### src/rtl/cfg_bank_pkg.sv
// constants for the serial configuration register bank
// assumes one 20 MHz system clock samples all serial pins
package cfg_bank_pkg;
   localparam int NUM_REGS = 15;
   localparam int WORD_BITS = 16;
   localparam int CLK_MHZ = 20;
   localparam logic [7:0] RST_VAL = 8'h00;
   localparam logic [3:0] CNT_ADDR_DONE = 4'h7;
   localparam logic [3:0] CNT_WORD_DONE = 4'hF;
   // register offsets
   localparam logic [7:0] ADDR_RESET_AND_READBACK_CONTROL = 8'h00;
   localparam logic [7:0] ADDR_OUTPUT_SWING_SELECT = 8'h01;
   localparam logic [7:0] ADDR_GAIN_AND_TEST_PATTERN = 8'h25;
   localparam logic [7:0] ADDR_OUTPUT_DRIVE_STRENGTH = 8'h26;
   localparam logic [7:0] ADDR_FORMAT_OFFSET_NOISE_SHAPING = 8'h3D;
   localparam logic [7:0] ADDR_NOISE_SHAPING_COEFFICIENT_TWO = 8'h3E;
   localparam logic [7:0] ADDR_CUSTOM_PATTERN_HIGH = 8'h3F;
   localparam logic [7:0] ADDR_CUSTOM_PATTERN_LOW = 8'h40;
   localparam logic [7:0] ADDR_INTERFACE_AND_CLOCK_RISE_CONTROL = 8'h41;
   localparam logic [7:0] ADDR_CLOCK_FALL_LATENCY_STANDBY = 8'h42;
   localparam logic [7:0] ADDR_POWER_DOWN_AND_SWING_ENABLE = 8'h43;
   localparam logic [7:0] ADDR_OFFSET_ADD_VALUE = 8'hBF;
   localparam logic [7:0] ADDR_OFFSET_CORRECTION_CONTROL = 8'hCF;
   localparam logic [7:0] ADDR_LOW_SPEED_MODE = 8'hDF;
   localparam logic [7:0] ADDR_NOISE_SHAPING_PIN_OVERRIDE = 8'hEA;
   // index order of the storage array
   localparam logic [7:0] REG_ADDR [NUM_REGS] = '{
      ADDR_RESET_AND_READBACK_CONTROL, ADDR_OUTPUT_SWING_SELECT,
      ADDR_GAIN_AND_TEST_PATTERN, ADDR_OUTPUT_DRIVE_STRENGTH,
      ADDR_FORMAT_OFFSET_NOISE_SHAPING, ADDR_NOISE_SHAPING_COEFFICIENT_TWO,
      ADDR_CUSTOM_PATTERN_HIGH, ADDR_CUSTOM_PATTERN_LOW,
      ADDR_INTERFACE_AND_CLOCK_RISE_CONTROL, ADDR_CLOCK_FALL_LATENCY_STANDBY,
      ADDR_POWER_DOWN_AND_SWING_ENABLE, ADDR_OFFSET_ADD_VALUE,
      ADDR_OFFSET_CORRECTION_CONTROL, ADDR_LOW_SPEED_MODE,
      ADDR_NOISE_SHAPING_PIN_OVERRIDE};
   // writable bits per register, reserved bits stay zero
   localparam logic [7:0] REG_MASK [NUM_REGS] = '{
      8'h01, 8'hFC, 8'hF7, 8'h03, 8'hFF, 8'hF0, 8'hFF, 8'hE0,
      8'hFF, 8'hCD, 8'h53, 8'hE0, 8'hB8, 8'h30, 8'h80};
   localparam int IDX_CTRL = 0;
   localparam int IDX_SWING = 1;
   localparam int IDX_PWR = 10;
   localparam int READBACK_BIT = 0;
   localparam int SOFT_RESET_BIT = 1;
   localparam int SWING_LSB = 2;
   localparam int SWING_W = 6;
   localparam logic [SWING_W-1:0] SWING_DEFAULT = 6'h00;
   localparam logic [1:0] SWING_EN_OFF = 2'h0;
endpackage : cfg_bank_pkg

### src/rtl/adc_config_register_bank.sv
// serial-port configuration register bank of a data converter
// assumes serial pins are asynchronous and sampled by a 20 MHz clk
//
// Summary of operation
// writing one to the soft reset bit clears all registers; bit never stored
// control bit zero picks overrange or register readback on shared pin
// register one bits 7..2 hold the output swing code
// swing code applies only while either swing enable bit 1..0 of 0x43 is set
// one write updates every field of a register together
// every register reads zero after pin reset or soft reset
// controller writes zeros to reserved bits
// custom pattern bits 10..3 in 0x3F, bits 2..0 in 0x40 top bits
// 0xCF holds hold bit, time constant field, reserved low bits
// select low: bit in per falling serial clock, write every sixteenth
// word is eight address bits then eight data bits, many per frame
// in readback mode only register zero accepts writes, reads zero
// readback returns stored bits with reserved bits zero
`timescale 1ns/1ps
module adc_config_register_bank
   import cfg_bank_pkg::*;
(
   input wire logic clk,
   input wire logic rst_b,
   input wire logic hw_reset,
   input wire logic sclk,
   input wire logic serial_select_n,
   input wire logic serial_data_in,
   input wire logic overrange_in,
   output logic overrange_or_readback_pin,
   output logic readback_mode,
   output logic [SWING_W-1:0] swing_code,
   output logic [10:0] custom_pattern,
   output logic [7:0] gain_and_test_pattern,
   output logic [7:0] output_drive_strength,
   output logic [7:0] format_offset_noise_shaping,
   output logic [7:0] noise_shaping_coefficient_two,
   output logic [7:0] interface_and_clock_rise_control,
   output logic [7:0] clock_fall_latency_standby,
   output logic [7:0] power_down_and_swing_enable,
   output logic [7:0] offset_add_value,
   output logic [7:0] offset_correction_control,
   output logic [7:0] low_speed_mode,
   output logic [7:0] noise_shaping_pin_override
);
   logic sclk_f;
   logic sel_n_f;
   logic sdi_f;
   logic hw_rst_f;
   logic sclk_prev_q, sclk_prev_d;
   logic [3:0] bit_cnt_q, bit_cnt_d;
   logic [14:0] shift_q, shift_d;
   logic [7:0] out_sr_q, out_sr_d;
   logic pin_q, pin_d;
   logic [SWING_W-1:0] swing_q;
   logic [SWING_W-1:0] swing_d;
   logic [7:0] regs_q [NUM_REGS];
   logic [7:0] regs_d [NUM_REGS];
   logic fall;
   logic [7:0] addr_now;
   logic [7:0] word_addr;
   logic [7:0] word_data;
   logic [7:0] rd_val;

   // serial and reset pin filters
   pin_filter #(.RESET_LEVEL(1'b0)) u_sclk
   (
      .clk(clk),
      .rst_b(rst_b),
      .pin(sclk),
      .level(sclk_f)
   );
   pin_filter #(.RESET_LEVEL(1'b1)) u_sel
   (
      .clk(clk),
      .rst_b(rst_b),
      .pin(serial_select_n),
      .level(sel_n_f)
   );
   pin_filter #(.RESET_LEVEL(1'b0)) u_sdi
   (
      .clk(clk),
      .rst_b(rst_b),
      .pin(serial_data_in),
      .level(sdi_f)
   );
   pin_filter #(.RESET_LEVEL(1'b0)) u_hwr
   (
      .clk(clk),
      .rst_b(rst_b),
      .pin(hw_reset),
      .level(hw_rst_f)
   );

   assign fall = sclk_prev_q & ~sclk_f;
   assign addr_now = {shift_q[6:0], sdi_f};
   assign word_addr = shift_q[14:7];
   assign word_data = {shift_q[6:0], sdi_f};

   // address lookup for readback
   always_comb
   begin
      rd_val = RST_VAL;
      for (int i = 1; i < NUM_REGS; i++)
      begin
         if (REG_ADDR[i] == addr_now)
         begin
            rd_val = regs_q[i] & REG_MASK[i];
         end
      end
      // register zero never reads back
      if (addr_now == ADDR_RESET_AND_READBACK_CONTROL)
      begin
         rd_val = RST_VAL;
      end
   end

   // shift, readout load and register commit
   always_comb
   begin
      sclk_prev_d = sclk_f;
      bit_cnt_d = bit_cnt_q;
      shift_d = shift_q;
      out_sr_d = out_sr_q;
      regs_d = regs_q;
      if (sel_n_f)
      begin
         // frame end drops any partial word
         bit_cnt_d = 4'h0;
      end
      else if (fall)
      begin
         shift_d = {shift_q[13:0], sdi_f};
         bit_cnt_d = bit_cnt_q + 4'h1;
         if (bit_cnt_q == CNT_ADDR_DONE)
         begin
            out_sr_d = rd_val;
         end
         else
         begin
            out_sr_d = {out_sr_q[6:0], 1'b0};
         end
         if (bit_cnt_q == CNT_WORD_DONE)
         begin
            for (int i = 0; i < NUM_REGS; i++)
            begin
               if (REG_ADDR[i] == word_addr &&
                   (!regs_q[IDX_CTRL][READBACK_BIT] || i == IDX_CTRL))
               begin
                  regs_d[i] = word_data & REG_MASK[i];
               end
            end
            if (word_addr == ADDR_RESET_AND_READBACK_CONTROL &&
                word_data[SOFT_RESET_BIT])
            begin
               for (int i = 0; i < NUM_REGS; i++)
               begin
                  regs_d[i] = RST_VAL;
               end
            end
         end
      end
   end

   always_ff @(posedge clk)
   begin
      if (!rst_b || hw_rst_f)
      begin
         sclk_prev_q <= 1'b0;
         bit_cnt_q <= 4'h0;
         shift_q <= 15'h0000;
         out_sr_q <= RST_VAL;
         for (int i = 0; i < NUM_REGS; i++)
         begin
            regs_q[i] <= RST_VAL;
         end
      end
      else
      begin
         sclk_prev_q <= sclk_prev_d;
         bit_cnt_q <= bit_cnt_d;
         shift_q <= shift_d;
         out_sr_q <= out_sr_d;
         regs_q <= regs_d;
      end
   end

   // shared pin role from current register state, gated swing from next register state
   always_comb
   begin
      pin_d = regs_q[IDX_CTRL][READBACK_BIT] ? out_sr_q[7] : overrange_in;
      swing_d = SWING_DEFAULT;
      if (regs_d[IDX_PWR][1:0] != SWING_EN_OFF)
      begin
         swing_d = regs_d[IDX_SWING][SWING_LSB +: SWING_W];
      end
   end

   always_ff @(posedge clk)
   begin
      if (!rst_b || hw_rst_f)
      begin
         pin_q <= 1'b0;
         swing_q <= SWING_DEFAULT;
      end
      else
      begin
         pin_q <= pin_d;
         swing_q <= swing_d;
      end
   end

   assign overrange_or_readback_pin = pin_q;
   assign readback_mode = regs_q[IDX_CTRL][READBACK_BIT];
   assign swing_code = swing_q;
   // output taps of the register array
   assign custom_pattern = {regs_q[6], regs_q[7][7:5]};
   assign gain_and_test_pattern = regs_q[2];
   assign output_drive_strength = regs_q[3];
   assign format_offset_noise_shaping = regs_q[4];
   assign noise_shaping_coefficient_two = regs_q[5];
   assign interface_and_clock_rise_control = regs_q[8];
   assign clock_fall_latency_standby = regs_q[9];
   assign power_down_and_swing_enable = regs_q[10];
   assign offset_add_value = regs_q[11];
   assign offset_correction_control = regs_q[12];
   assign low_speed_mode = regs_q[13];
   assign noise_shaping_pin_override = regs_q[14];
endmodule : adc_config_register_bank

### src/rtl/pin_filter.sv
// three-stage pin synchroniser with agreement filter
// assumes pin is asynchronous to clk
`timescale 1ns/1ps
module pin_filter
#(
   parameter logic RESET_LEVEL = 1'b0
)
(
   input wire logic clk,
   input wire logic rst_b,
   input wire logic pin,
   output logic level
);
   logic s1_q, s2_q, s3_q, lvl_q;
   logic s1_d, s2_d, s3_d, lvl_d;

   always_comb
   begin
      s1_d = pin;
      s2_d = s1_q;
      s3_d = s2_q;
      // change accepted once stages two and three agree
      lvl_d = (s2_q == s3_q) ? s3_q : lvl_q;
   end

   always_ff @(posedge clk)
   begin
      if (!rst_b)
      begin
         s1_q <= RESET_LEVEL;
         s2_q <= RESET_LEVEL;
         s3_q <= RESET_LEVEL;
         lvl_q <= RESET_LEVEL;
      end
      else
      begin
         s1_q <= s1_d;
         s2_q <= s2_d;
         s3_q <= s3_d;
         lvl_q <= lvl_d;
      end
   end

   assign level = lvl_q;
endmodule : pin_filter

### config.mk
export PLATFORM = sky130hd
export DESIGN_NAME = adc_config_register_bank
export DESIGN_NICKNAME = d
export VERILOG_FILES = /design/src/rtl/cfg_bank_pkg.sv /design/src/rtl/adc_config_register_bank.sv /design/src/rtl/pin_filter.sv
export SDC_FILE = /design/constraint.sdc
export NUM_CORES = 1
export LEC_CHECK = 0
export ABC_AREA = 1
export BUFFER_PORTS_ARGS = -buffer_cell sky130_fd_sc_hd__buf_4
export CAP_MARGIN = 30
export CORE_AREA = 3 3 127 129
export CTS_CLUSTER_DIAMETER = 50
export DETAILED_ROUTE_END_ITERATION = 8
export DIE_AREA = 0 0 130 132
export MAX_ROUTING_LAYER = met4
export PLACE_DENSITY_LB_ADDON = 0.08
export SLEW_MARGIN = 20
export SYNTH_ARGS = -nofsm -noshare
export SYNTH_HDL_FRONTEND = slang
export SYNTH_SLANG_ARGS = --single-unit
### constraint.sdc
create_clock -name clk -period 2 [get_ports clk]
set_clock_uncertainty 0.05 [all_clocks]
set_input_delay 0.2 -clock clk [delete_from_list [all_inputs] [get_ports clk]]
set_output_delay 0.2 -clock clk [all_outputs]
set_load 0.03 [all_outputs]
==> impl_results.md, run 1 <==
* Syn-to-layout area delta at 23.8%
* Post-route fraction of the period consumed by the critical path at 0.965
* Top cells by area in the synthesized netlist: sky130_fd_sc_hd__dfxtp_1 (39%), sky130_fd_sc_hd__nand2_1 (13%), sky130_fd_sc_hd__buf_4 (12%)
* Via count of the first global-routing pass at 5,334
* Power per unit of standard cell area at 719 nW/um2
* Largest net degree at the start of global routing at 54
* Number of enable-type register cells in the synthesized netlist at 0
* Detailed Route WL at 19.2 mm
* Maximum number of buffers from clock root to sink at 2
* Worst endpoint data arrival time at 2.22 ns
* Remaining global-route overflow at 0
* Setup repair after global routing missed its margin: true
* Endpoint with the worst hold slack: u_sclk.s2_q$_SDFF_PN0_
* Critical setup path kind: reg2reg
* Seq pwr share at 0.441
* Antenna violations before repair at 0
* Achievable Freq at 518 MHz
* Portion of total power attributed to the clock network at 0.524
* Biggest area consumer among synthesized cells: sky130_fd_sc_hd__dfxtp_1
* Via count at 5,719
* Root cell of the clock tree: sky130_fd_sc_hd__clkbuf_16
* Highest fanout seen on the critical path at 8
* Remaining design rule violation count at 0
* Post-place instance area at 6590 um2
* Worst stage delay on the critical path at 0.36 ns
* Core area at 15,100 um2
* Placed cells at 1,101
* Place WS at -0.0874 ns
* Final std cells w/o fill at 1,143
* Beginning of the worst register-to-register path: bit_cnt_q[1]$_SDFFE_PP0P_
* Pleak at 3.25 nW
* Detail-routed net length per standard cell at 16.8 um
* Y dimension of the die at 132 um
* Worst-Skew Late Latency at 0.42 ns
* Std-Cell Rows at 45
* Remaining antenna violation count at 0
* Fraction of layout instances using a drive strength above 1 at 0.246
* Distinct cells, synth at 37
* I/O pin cnt at 114
* # H-tree levels at 4
* Global-route wire length before repair at 29.3 mm
* TritonCTS clock tree: built
* Buf+Inv Stages, Crit Path at 4
* Worst min-delay path class: in2reg
* Netlist area before placement at 5980 um2
* Worst vdd ir at 0.000548 V
* First DRT Iteration DRCs at 384
* Cell count after synthesis at 855
* Share of flip-flops with an asynchronous set or reset after synthesis at 0
* Crit end category: register
* Worst hold path stage count at 3
* Cell with the most instances after synthesis: sky130_fd_sc_hd__nand2_1
* Register bit count reported by yosys at 117
* Gate family responsible for the most delay along the worst path: simple AND/OR/NAND/NOR gates
* Crit path required time at 2.29 ns
* Final cell utilization of the core at 0.489
* Quantity of I/O buffers inserted on ports at 73
* Leading register cell type out of synthesis: sky130_fd_sc_hd__dfxtp_1
* Post-Layout Inst Area at 7400 um2
* Final RePlAce weighted congestion at 0.970
* HPWL Detailed at 14.5 mm
* R2r setup slk at 0.07 ns
* Initial Util at 0.395
* Hold violation count in the final report at 0
* Number of warning messages in the yosys log at 0
* Top-area cell type share of the netlist area at 0.392
* Diode count at 0
* Worst-path clk slew at 0.06 ns
* Total of max-cap violations at 0
* Status: finished, final reports clean
* Final max-slew violation count at 0
* Switching share of total power at 0.230
* Sequential element share of the synthesized area at 0.392
* Pre-antenna DRT Iters at 5
* Combinational cell fraction of total power at 0.035
* Die Span X at 130 um
* Nets at 950
* Fin Hold WS at 0.0184 ns
* Depth of the worst register-to-register path at 11
* Final WS setup at 0.0695 ns
* Inserted Clock Buffers at 17
* Time the final worst path needs with I/O delays and setup at 1.93 ns
* Worst Hold Launch: rst_b
* Cell-internal power at 4.09 mW
* Total track usage at 0.228
* Most frequent cells after synthesis: sky130_fd_sc_hd__nand2_1 (214), sky130_fd_sc_hd__dfxtp_1 (117), sky130_fd_sc_hd__a21oi_1 (99), sky130_fd_sc_hd__buf_4 (99), sky130_fd_sc_hd__inv_1 (79)
* Endpoint of the lowest-slack register-to-register path: format_offset_noise_shaping[0]$_SDFFE_PP0P_
* Switching Power at 1.23 mW
* Setup-failing EPs final at 0
* Die area at 17,200 um2
* Synthesized area per cell at 7.00 um2
* Clock Sinks at 117
* Vias per cell at 5.00
* CP Cell Sequence: ha_4 > nand2_4 > nor2_4 > inv_2 > nor3_4 > clkinv_4 > buf_12 > nor4_4 > buf_6 > nand2_1 > a21oi_1
* Cell at the slowest stage of the critical path: sky130_fd_sc_hd__dfxtp_4
* Type of element launching the critical path: register
==> kinds of logic after synthesis <==
| kind of cell | Yosys count | synth area share |
|---|---|---|
| and+or+nand+nor | 376 | 0.276 |
| buffers and inverters | 205 | 0.191 |
| AOI/OAI and AO/OA | 155 | 0.139 |
| DFF | 117 | 0.392 |
| adders and majority gates | 1 | 0.00209 |
| other | 1 | 0.000627 |
==> layout by cell type, fill, tap and decap left out, types with 5 or more instances in the layout <==
master and instances:
sky130_fd_sc_hd__nand2_1 210, sky130_fd_sc_hd__buf_4 135, sky130_fd_sc_hd__dfxtp_1 109, sky130_fd_sc_hd__a21oi_1 95, sky130_fd_sc_hd__inv_1 74, sky130_fd_sc_hd__nor2_1 70, sky130_fd_sc_hd__conb_1 40, sky130_fd_sc_hd__o21ai_0 38
sky130_fd_sc_hd__nand3_1 31, sky130_fd_sc_hd__clkbuf_16 17, sky130_fd_sc_hd__inv_2 13, sky130_fd_sc_hd__nor3_1 11, sky130_fd_sc_hd__nand4_1 10, sky130_fd_sc_hd__nor2_4 9, sky130_fd_sc_hd__clkinv_2 8, sky130_fd_sc_hd__o211ai_1 7
sky130_fd_sc_hd__dfxtp_2 7, sky130_fd_sc_hd__nor2_2 5, sky130_fd_sc_hd__nor3_2 5, sky130_fd_sc_hd__dlygate4sd3_1 5
==> state kept, by name, indices dropped and copies added (netlist names), 6 cells and up <==
| register | count |
|---|---|
| shift_q | 15 |
| regs_q | 6 |
| out_sr_q | 8 |
| format_offset_noise_shaping | 8 |
| swing_code | 6 |
| custom_pattern | 11 |
| gain_and_test_pattern | 7 |
| interface_and_clock_rise_control | 8 |
==> cell type report <==
| class | instances | area, um2 |
|---|---|---|
| Multi-Input combinational cell | 572 | 2790 |
| Fill cell | 1540 | 7740 |
| Clock inverter | 11 | 85.1 |
| Clock buffer | 21 | 450 |
| Tap cell | 188 | 235 |
| Sequential cell | 117 | 2350 |
| Inverter | 89 | 342 |
| Timing Repair Buffer | 145 | 1150 |
==> how the worst max path moves through the flow <==
| stage | start | to | slack [ns] | cells past startpoint |
|---|---|---|---|---|
| 6_report | bit_cnt_q[1]$_SDFFE_PP0P_ | format_offset_noise_shaping[0]$_SDFFE_PP0P_ | 0.07 | 11 |
| 5_1_grt | shift_q[6]$_SDFFE_PP0P_ | out_sr_q[7]$_SDFFE_PP0P_ | -0.06 | 11 |
| 4_1_cts | shift_q[4]$_SDFFE_PP0P_ | out_sr_q[7]$_SDFFE_PP0P_ | 0.002 | 10 |
| 3_5_place_dp | bit_cnt_q[0]$_SDFFE_PP0P_ | swing_code[3]$_SDFF_PP0_ | -0.09 | 10 |
| 3_3_place_gp | bit_cnt_q[0]$_SDFFE_PP0P_ | swing_code[2]$_SDFF_PP0_ | -0.04 | 10 |
| 2_1_floorplan | bit_cnt_q[0]$_SDFFE_PP0P_ | custom_pattern[10]$_SDFFE_PP0P_ | 0.28 | 9 |
==> power by group through the flow <==
stage	logic [mW]	registers [mW]	clock network, mW
after floorplan	0.201	2.40	0
after global placement	0.178	2.40	0
after detailed placement	0.179	2.40	0
after CTS	0.186	2.35	2.83
after global routing	0.201	2.35	2.95
final	0.187	2.35	2.79
==> per-stage QoR <==
| step | TNS (ns) | power [mW] |
|---|---|---|
| CTS | 0 | 5.37 |
| detailed placement | -0.900 | 2.58 |
| floorplan | 0 | 2.60 |
| global route | -0.727 | 5.49 |
| global placement | -0.336 | 2.58 |
| finish | 0 | 5.32 |
==> layer usage <==
layer	share of wire	GRT usage	routed length, um
met1	0.43	0.292	8280
met2	0.47	0.352	9000
met3	0.068	0.0474	1310
met4	0.030	0.0866	576
met5	0	-	0
==> timing repair <==
item,4_1_cts,5_1_grt
hold buffers,5,0
pin swaps,0,10
setup endpoints to repair,12,60
setup buffers,0,5
endpoints found under the hold margin,5,0
gates resized for setup,1,49
==> tightest hold or removal path, cell delays in order <==
cell and delay (ns):
sky130_fd_sc_hd__buf_4 0.16, sky130_fd_sc_hd__nand2_1 0.06, sky130_fd_sc_hd__inv_1 0.04
Power figures use the tool's default switching activity.
==> run 2: changes to the inputs <==
--- a/config.mk
+++ b/config.mk
@@ -5,13 +5,12 @@
 export SDC_FILE = /design/constraint.sdc
 export NUM_CORES = 1
 export LEC_CHECK = 0
-export ABC_AREA = 1
 export BUFFER_PORTS_ARGS = -buffer_cell sky130_fd_sc_hd__buf_4
 export CAP_MARGIN = 30
-export CORE_AREA = 3 3 127 129
+export CORE_AREA = 3 3 130 132
 export CTS_CLUSTER_DIAMETER = 50
 export DETAILED_ROUTE_END_ITERATION = 8
-export DIE_AREA = 0 0 130 132
+export DIE_AREA = 0 0 133 135
 export MAX_ROUTING_LAYER = met4
 export PLACE_DENSITY_LB_ADDON = 0.08
 export SLEW_MARGIN = 20
==> run 2 against run 1 <==
  * The flow now finishes with violations (negative setup slack)
  * Combinational power hardly changed
  * Sequential power about the same
  * Maximum frequency shrank 8.9%
  * Final cell count shrank 1.3%
  * Sequential share of layout area shrank 4.1 points
  * Worst hold slack better by 0.097 ns
  * Synthesized cell count fell by 8.1%
  * Synthesized area grew 5.1%
  * Setup slack got worse by 0.19 ns
  * Via count is 6.9% higher
  * Cell area grew 15%
  * Largest cell class unchanged
==> impl_results.md, run 2 <==
* Largest net degree at the start of global routing at 40
* Worst stage delay on the critical path at 0.55 ns
* Crit end category: register
* Pre-antenna DRT Iters at 7
* Compound-Gate Fraction of Synth Area at 0.161
* Critical setup path kind: reg2reg
* Cell count after synthesis at 786
* Buf+Inv Stages, Crit Path at 2
* Detailed Route WL at 22.9 mm
* Basic-gate share of the synthesized area counting and, or, nand and nor cells at 0.264
* Top-area cell type share of the netlist area at 0.373
* First DRT Iteration DRCs at 369
* HPWL Detailed at 17.1 mm
* Worst endpoint data arrival time at 2.38 ns
* Share of the synthesized netlist area taken by xor and xnor gates at 0.00418
* Quantity of I/O buffers inserted on ports at 73
* Type of element launching the critical path: register
* TritonCTS clock tree: built
* Largest family of logic cells by synthesized area: simple AND/OR/NAND/NOR gates
* Achievable Freq at 472 MHz
* Share of flip-flops with an asynchronous set or reset after synthesis at 0
* Via count at 6,113
* Root cell of the clock tree: sky130_fd_sc_hd__clkbuf_16
* Final cell utilization of the core at 0.539
* Number of enable-type register cells in the synthesized netlist at 0
* Worst-Skew Late Latency at 0.42 ns
* Die area at 18,000 um2
* Clock Sinks at 117
* Power per unit of standard cell area at 672 nW/um2
* Synthesized area per cell at 8.00 um2
* Global-route wire length before repair at 34.3 mm
* Antenna violations before repair at 0
* Gate family responsible for the most delay along the worst path: simple AND/OR/NAND/NOR gates
* Fin Hold WS at 0.115 ns
* Total track usage at 0.256
* Leading register cell type out of synthesis: sky130_fd_sc_hd__dfxtp_1
* Total of max-cap violations at 0
* Time the final worst path needs with I/O delays and setup at 2.12 ns
* Final WS setup at -0.119 ns
* CP Cell Sequence: or4_4 > nor4_4 > buf_4 > nand3_4 > buf_12 > and3_1 > o21a_1
* Maximum number of buffers from clock root to sink at 2
* Core area at 15,800 um2
* Synth Area in Adders at 0.00199
* Slew headroom at 0.646
* Syn-to-layout area delta at 35.7%
* Y dimension of the die at 135 um
* Final RePlAce weighted congestion at 0.954
* # H-tree levels at 4
* Multiplexer share of the synthesized area at 0.0410
* Nets at 907
* Leading cell type in the layout, fill and taps excluded: sky130_fd_sc_hd__buf_4
* Diode count at 0
* Sequential element share of the synthesized area at 0.373
* Crit path required time at 2.26 ns
* Fraction of layout instances using a drive strength above 1 at 0.395
* Number of warning messages in the yosys log at 0
* Cell with the most instances after synthesis: sky130_fd_sc_hd__dfxtp_1
* Pleak at 3.26 nW
* Remaining design rule violation count at 0
* Netlist area before placement at 6290 um2
* Setup repair after global routing missed its margin: true
* Worst-path clk slew at 0.06 ns
* Inserted Clock Buffers at 17
* Biggest area consumer among synthesized cells: sky130_fd_sc_hd__dfxtp_1
* Hold violation count in the final report at 0
* Die Span X at 133 um
* Top cells by area in the synthesized netlist: sky130_fd_sc_hd__dfxtp_1 (37%), sky130_fd_sc_hd__buf_4 (12%), sky130_fd_sc_hd__a21oi_1 (6.6%)
* Std-Cell Rows at 46
* Commonest non-fill, non-tap cells in the layout: sky130_fd_sc_hd__buf_4 (190), sky130_fd_sc_hd__dfxtp_1 (107), sky130_fd_sc_hd__nand2_1 (63)
* Remaining antenna violation count at 0
* Detail-routed net length per standard cell at 20.3 um
* Status: complete, but fails checks
* Remaining global-route overflow at 0
* Via count of the first global-routing pass at 5,607
* Cell at the slowest stage of the critical path: sky130_fd_sc_hd__or4_4
* Number of fill cells at 1,481
* Highest fanout seen on the critical path at 16
* Distinct cells, synth at 65
* Register bit count reported by yosys at 117
* Overall power consumption at 5.74 mW
* Setup-failing EPs final at 20
* Worst vdd ir at 0.000611 V
* Flip-flop count of the largest register, all copies and words added at 15
* Vias per cell at 5.42
* Most frequent cells after synthesis: sky130_fd_sc_hd__dfxtp_1 (117), sky130_fd_sc_hd__buf_4 (99), sky130_fd_sc_hd__a21oi_1 (83), sky130_fd_sc_hd__nand2_1 (70), sky130_fd_sc_hd__nand3_1 (69)
* Post-route fraction of the period consumed by the critical path at 1.06
* Measured slew at the worst slew-check pin at 0.517 ns
* Worst min-delay path class: in2reg
* Violated checks: negative setup slack
* I/O pin cnt at 114
* Largest register by flop count: shift_q
* Final max-slew violation count at 0
* Initial Util at 0.397
==> run 2: changes by cell type after synthesis, sizes merged, moves of 31 or more <==
| cell | delta |
|---|---|
| nand2 | -145 |
| nand3 | +36 |
| nor2 | -44 |
| clkbuf | +31 |
| inv | -82 |
==> run 2: kinds of logic after synthesis <==
group,count (synthesis)
buffers and inverters,159
AO/OA/AOI/OAI,170
adder cells (fa/ha/maj),1
AND/OR/NAND/NOR,312
other,1
flip-flops,117
XOR/XNOR,3
multiplexers,23
==> run 2: path summary, 6_finish.rpt <==
path	depth (start not counted)	slack, ns	start	end
max	7	-0.12	shift_q[9]$_SDFFE_PP0P_	interface_and_clock_rise_control[2]$_SDFFE_PP0P_
min	3	0.12	rst_b	u_sel.s3_q$_SDFF_PN1_
max reg2reg	7	-0.12	shift_q[9]$_SDFFE_PP0P_	interface_and_clock_rise_control[2]$_SDFFE_PP0P_
min reg2reg	1	0.35	u_sel.s1_q$_SDFF_PN1_	u_sel.s2_q$_SDFF_PN1_
==> run 2: worst register-to-register path: stages (launching register included) <==
cell,delay [ns]
sky130_fd_sc_hd__dfxtp_1,0.31
sky130_fd_sc_hd__or4_4,0.55
sky130_fd_sc_hd__nor4_4,0.35
sky130_fd_sc_hd__buf_4,0.19
sky130_fd_sc_hd__nand3_4,0.08
sky130_fd_sc_hd__buf_12,0.16
sky130_fd_sc_hd__and3_1,0.15
sky130_fd_sc_hd__o21a_1,0.17
==> run 2: area by class of cell <==
type,instances,area (um2),share of cell area
Clock buffer,18,439,0.0515
Clock inverter,14,175,0.0205
Inverter,7,26.3,0.00308
Multi-Input combinational cell,550,3610,0.424
Sequential cell,117,2360,0.277
Tap cell,216,270,0.0317
Timing Repair Buffer,206,1640,0.193
==> run 2: per-stage QoR <==
step / cell area (um2) / std cells / setup TNS (ns) / worst slack [ns]
floorplan: 6500 / 825 / -0.929 / -0.0952
global placement: 7310 / 1081 / -1.43 / -0.0635
detailed placement: 7310 / 1081 / -2.77 / -0.122
CTS: 8190 / 1124 / -1.69 / -0.112
global route: 8530 / 1128 / -4.47 / -0.183
finish: 8530 / 1128 / -1.59 / -0.119
==> run 2: repair_timing <==
action | 4_1_cts | 5_1_grt
endpoints found under the hold margin | 5 | 0
hold buffers | 5 | 0
buffers inserted | 5 | 5
gates resized for setup | 46 | 76
setup endpoints to repair | 73 | 77
pin swaps | 9 | 22
cloned | 1 | 0
==> run 2: routing by layer <==
layer  global-route usage  routed length [um]  up-vias
met2                0.416               11200      222
met5                    -                   0        -
met1                0.332               10000     2992
met4               0.0658                 452        0
met3               0.0436                1190       30
li1                     -                   -     2869
==> run 2: power by group <==
group          switching (mW)  internal, mW  leakage [nW]
logic                   0.154        0.0321          2.01
clock network            1.20          2.00         0.293
registers             0.00410          2.34         0.950
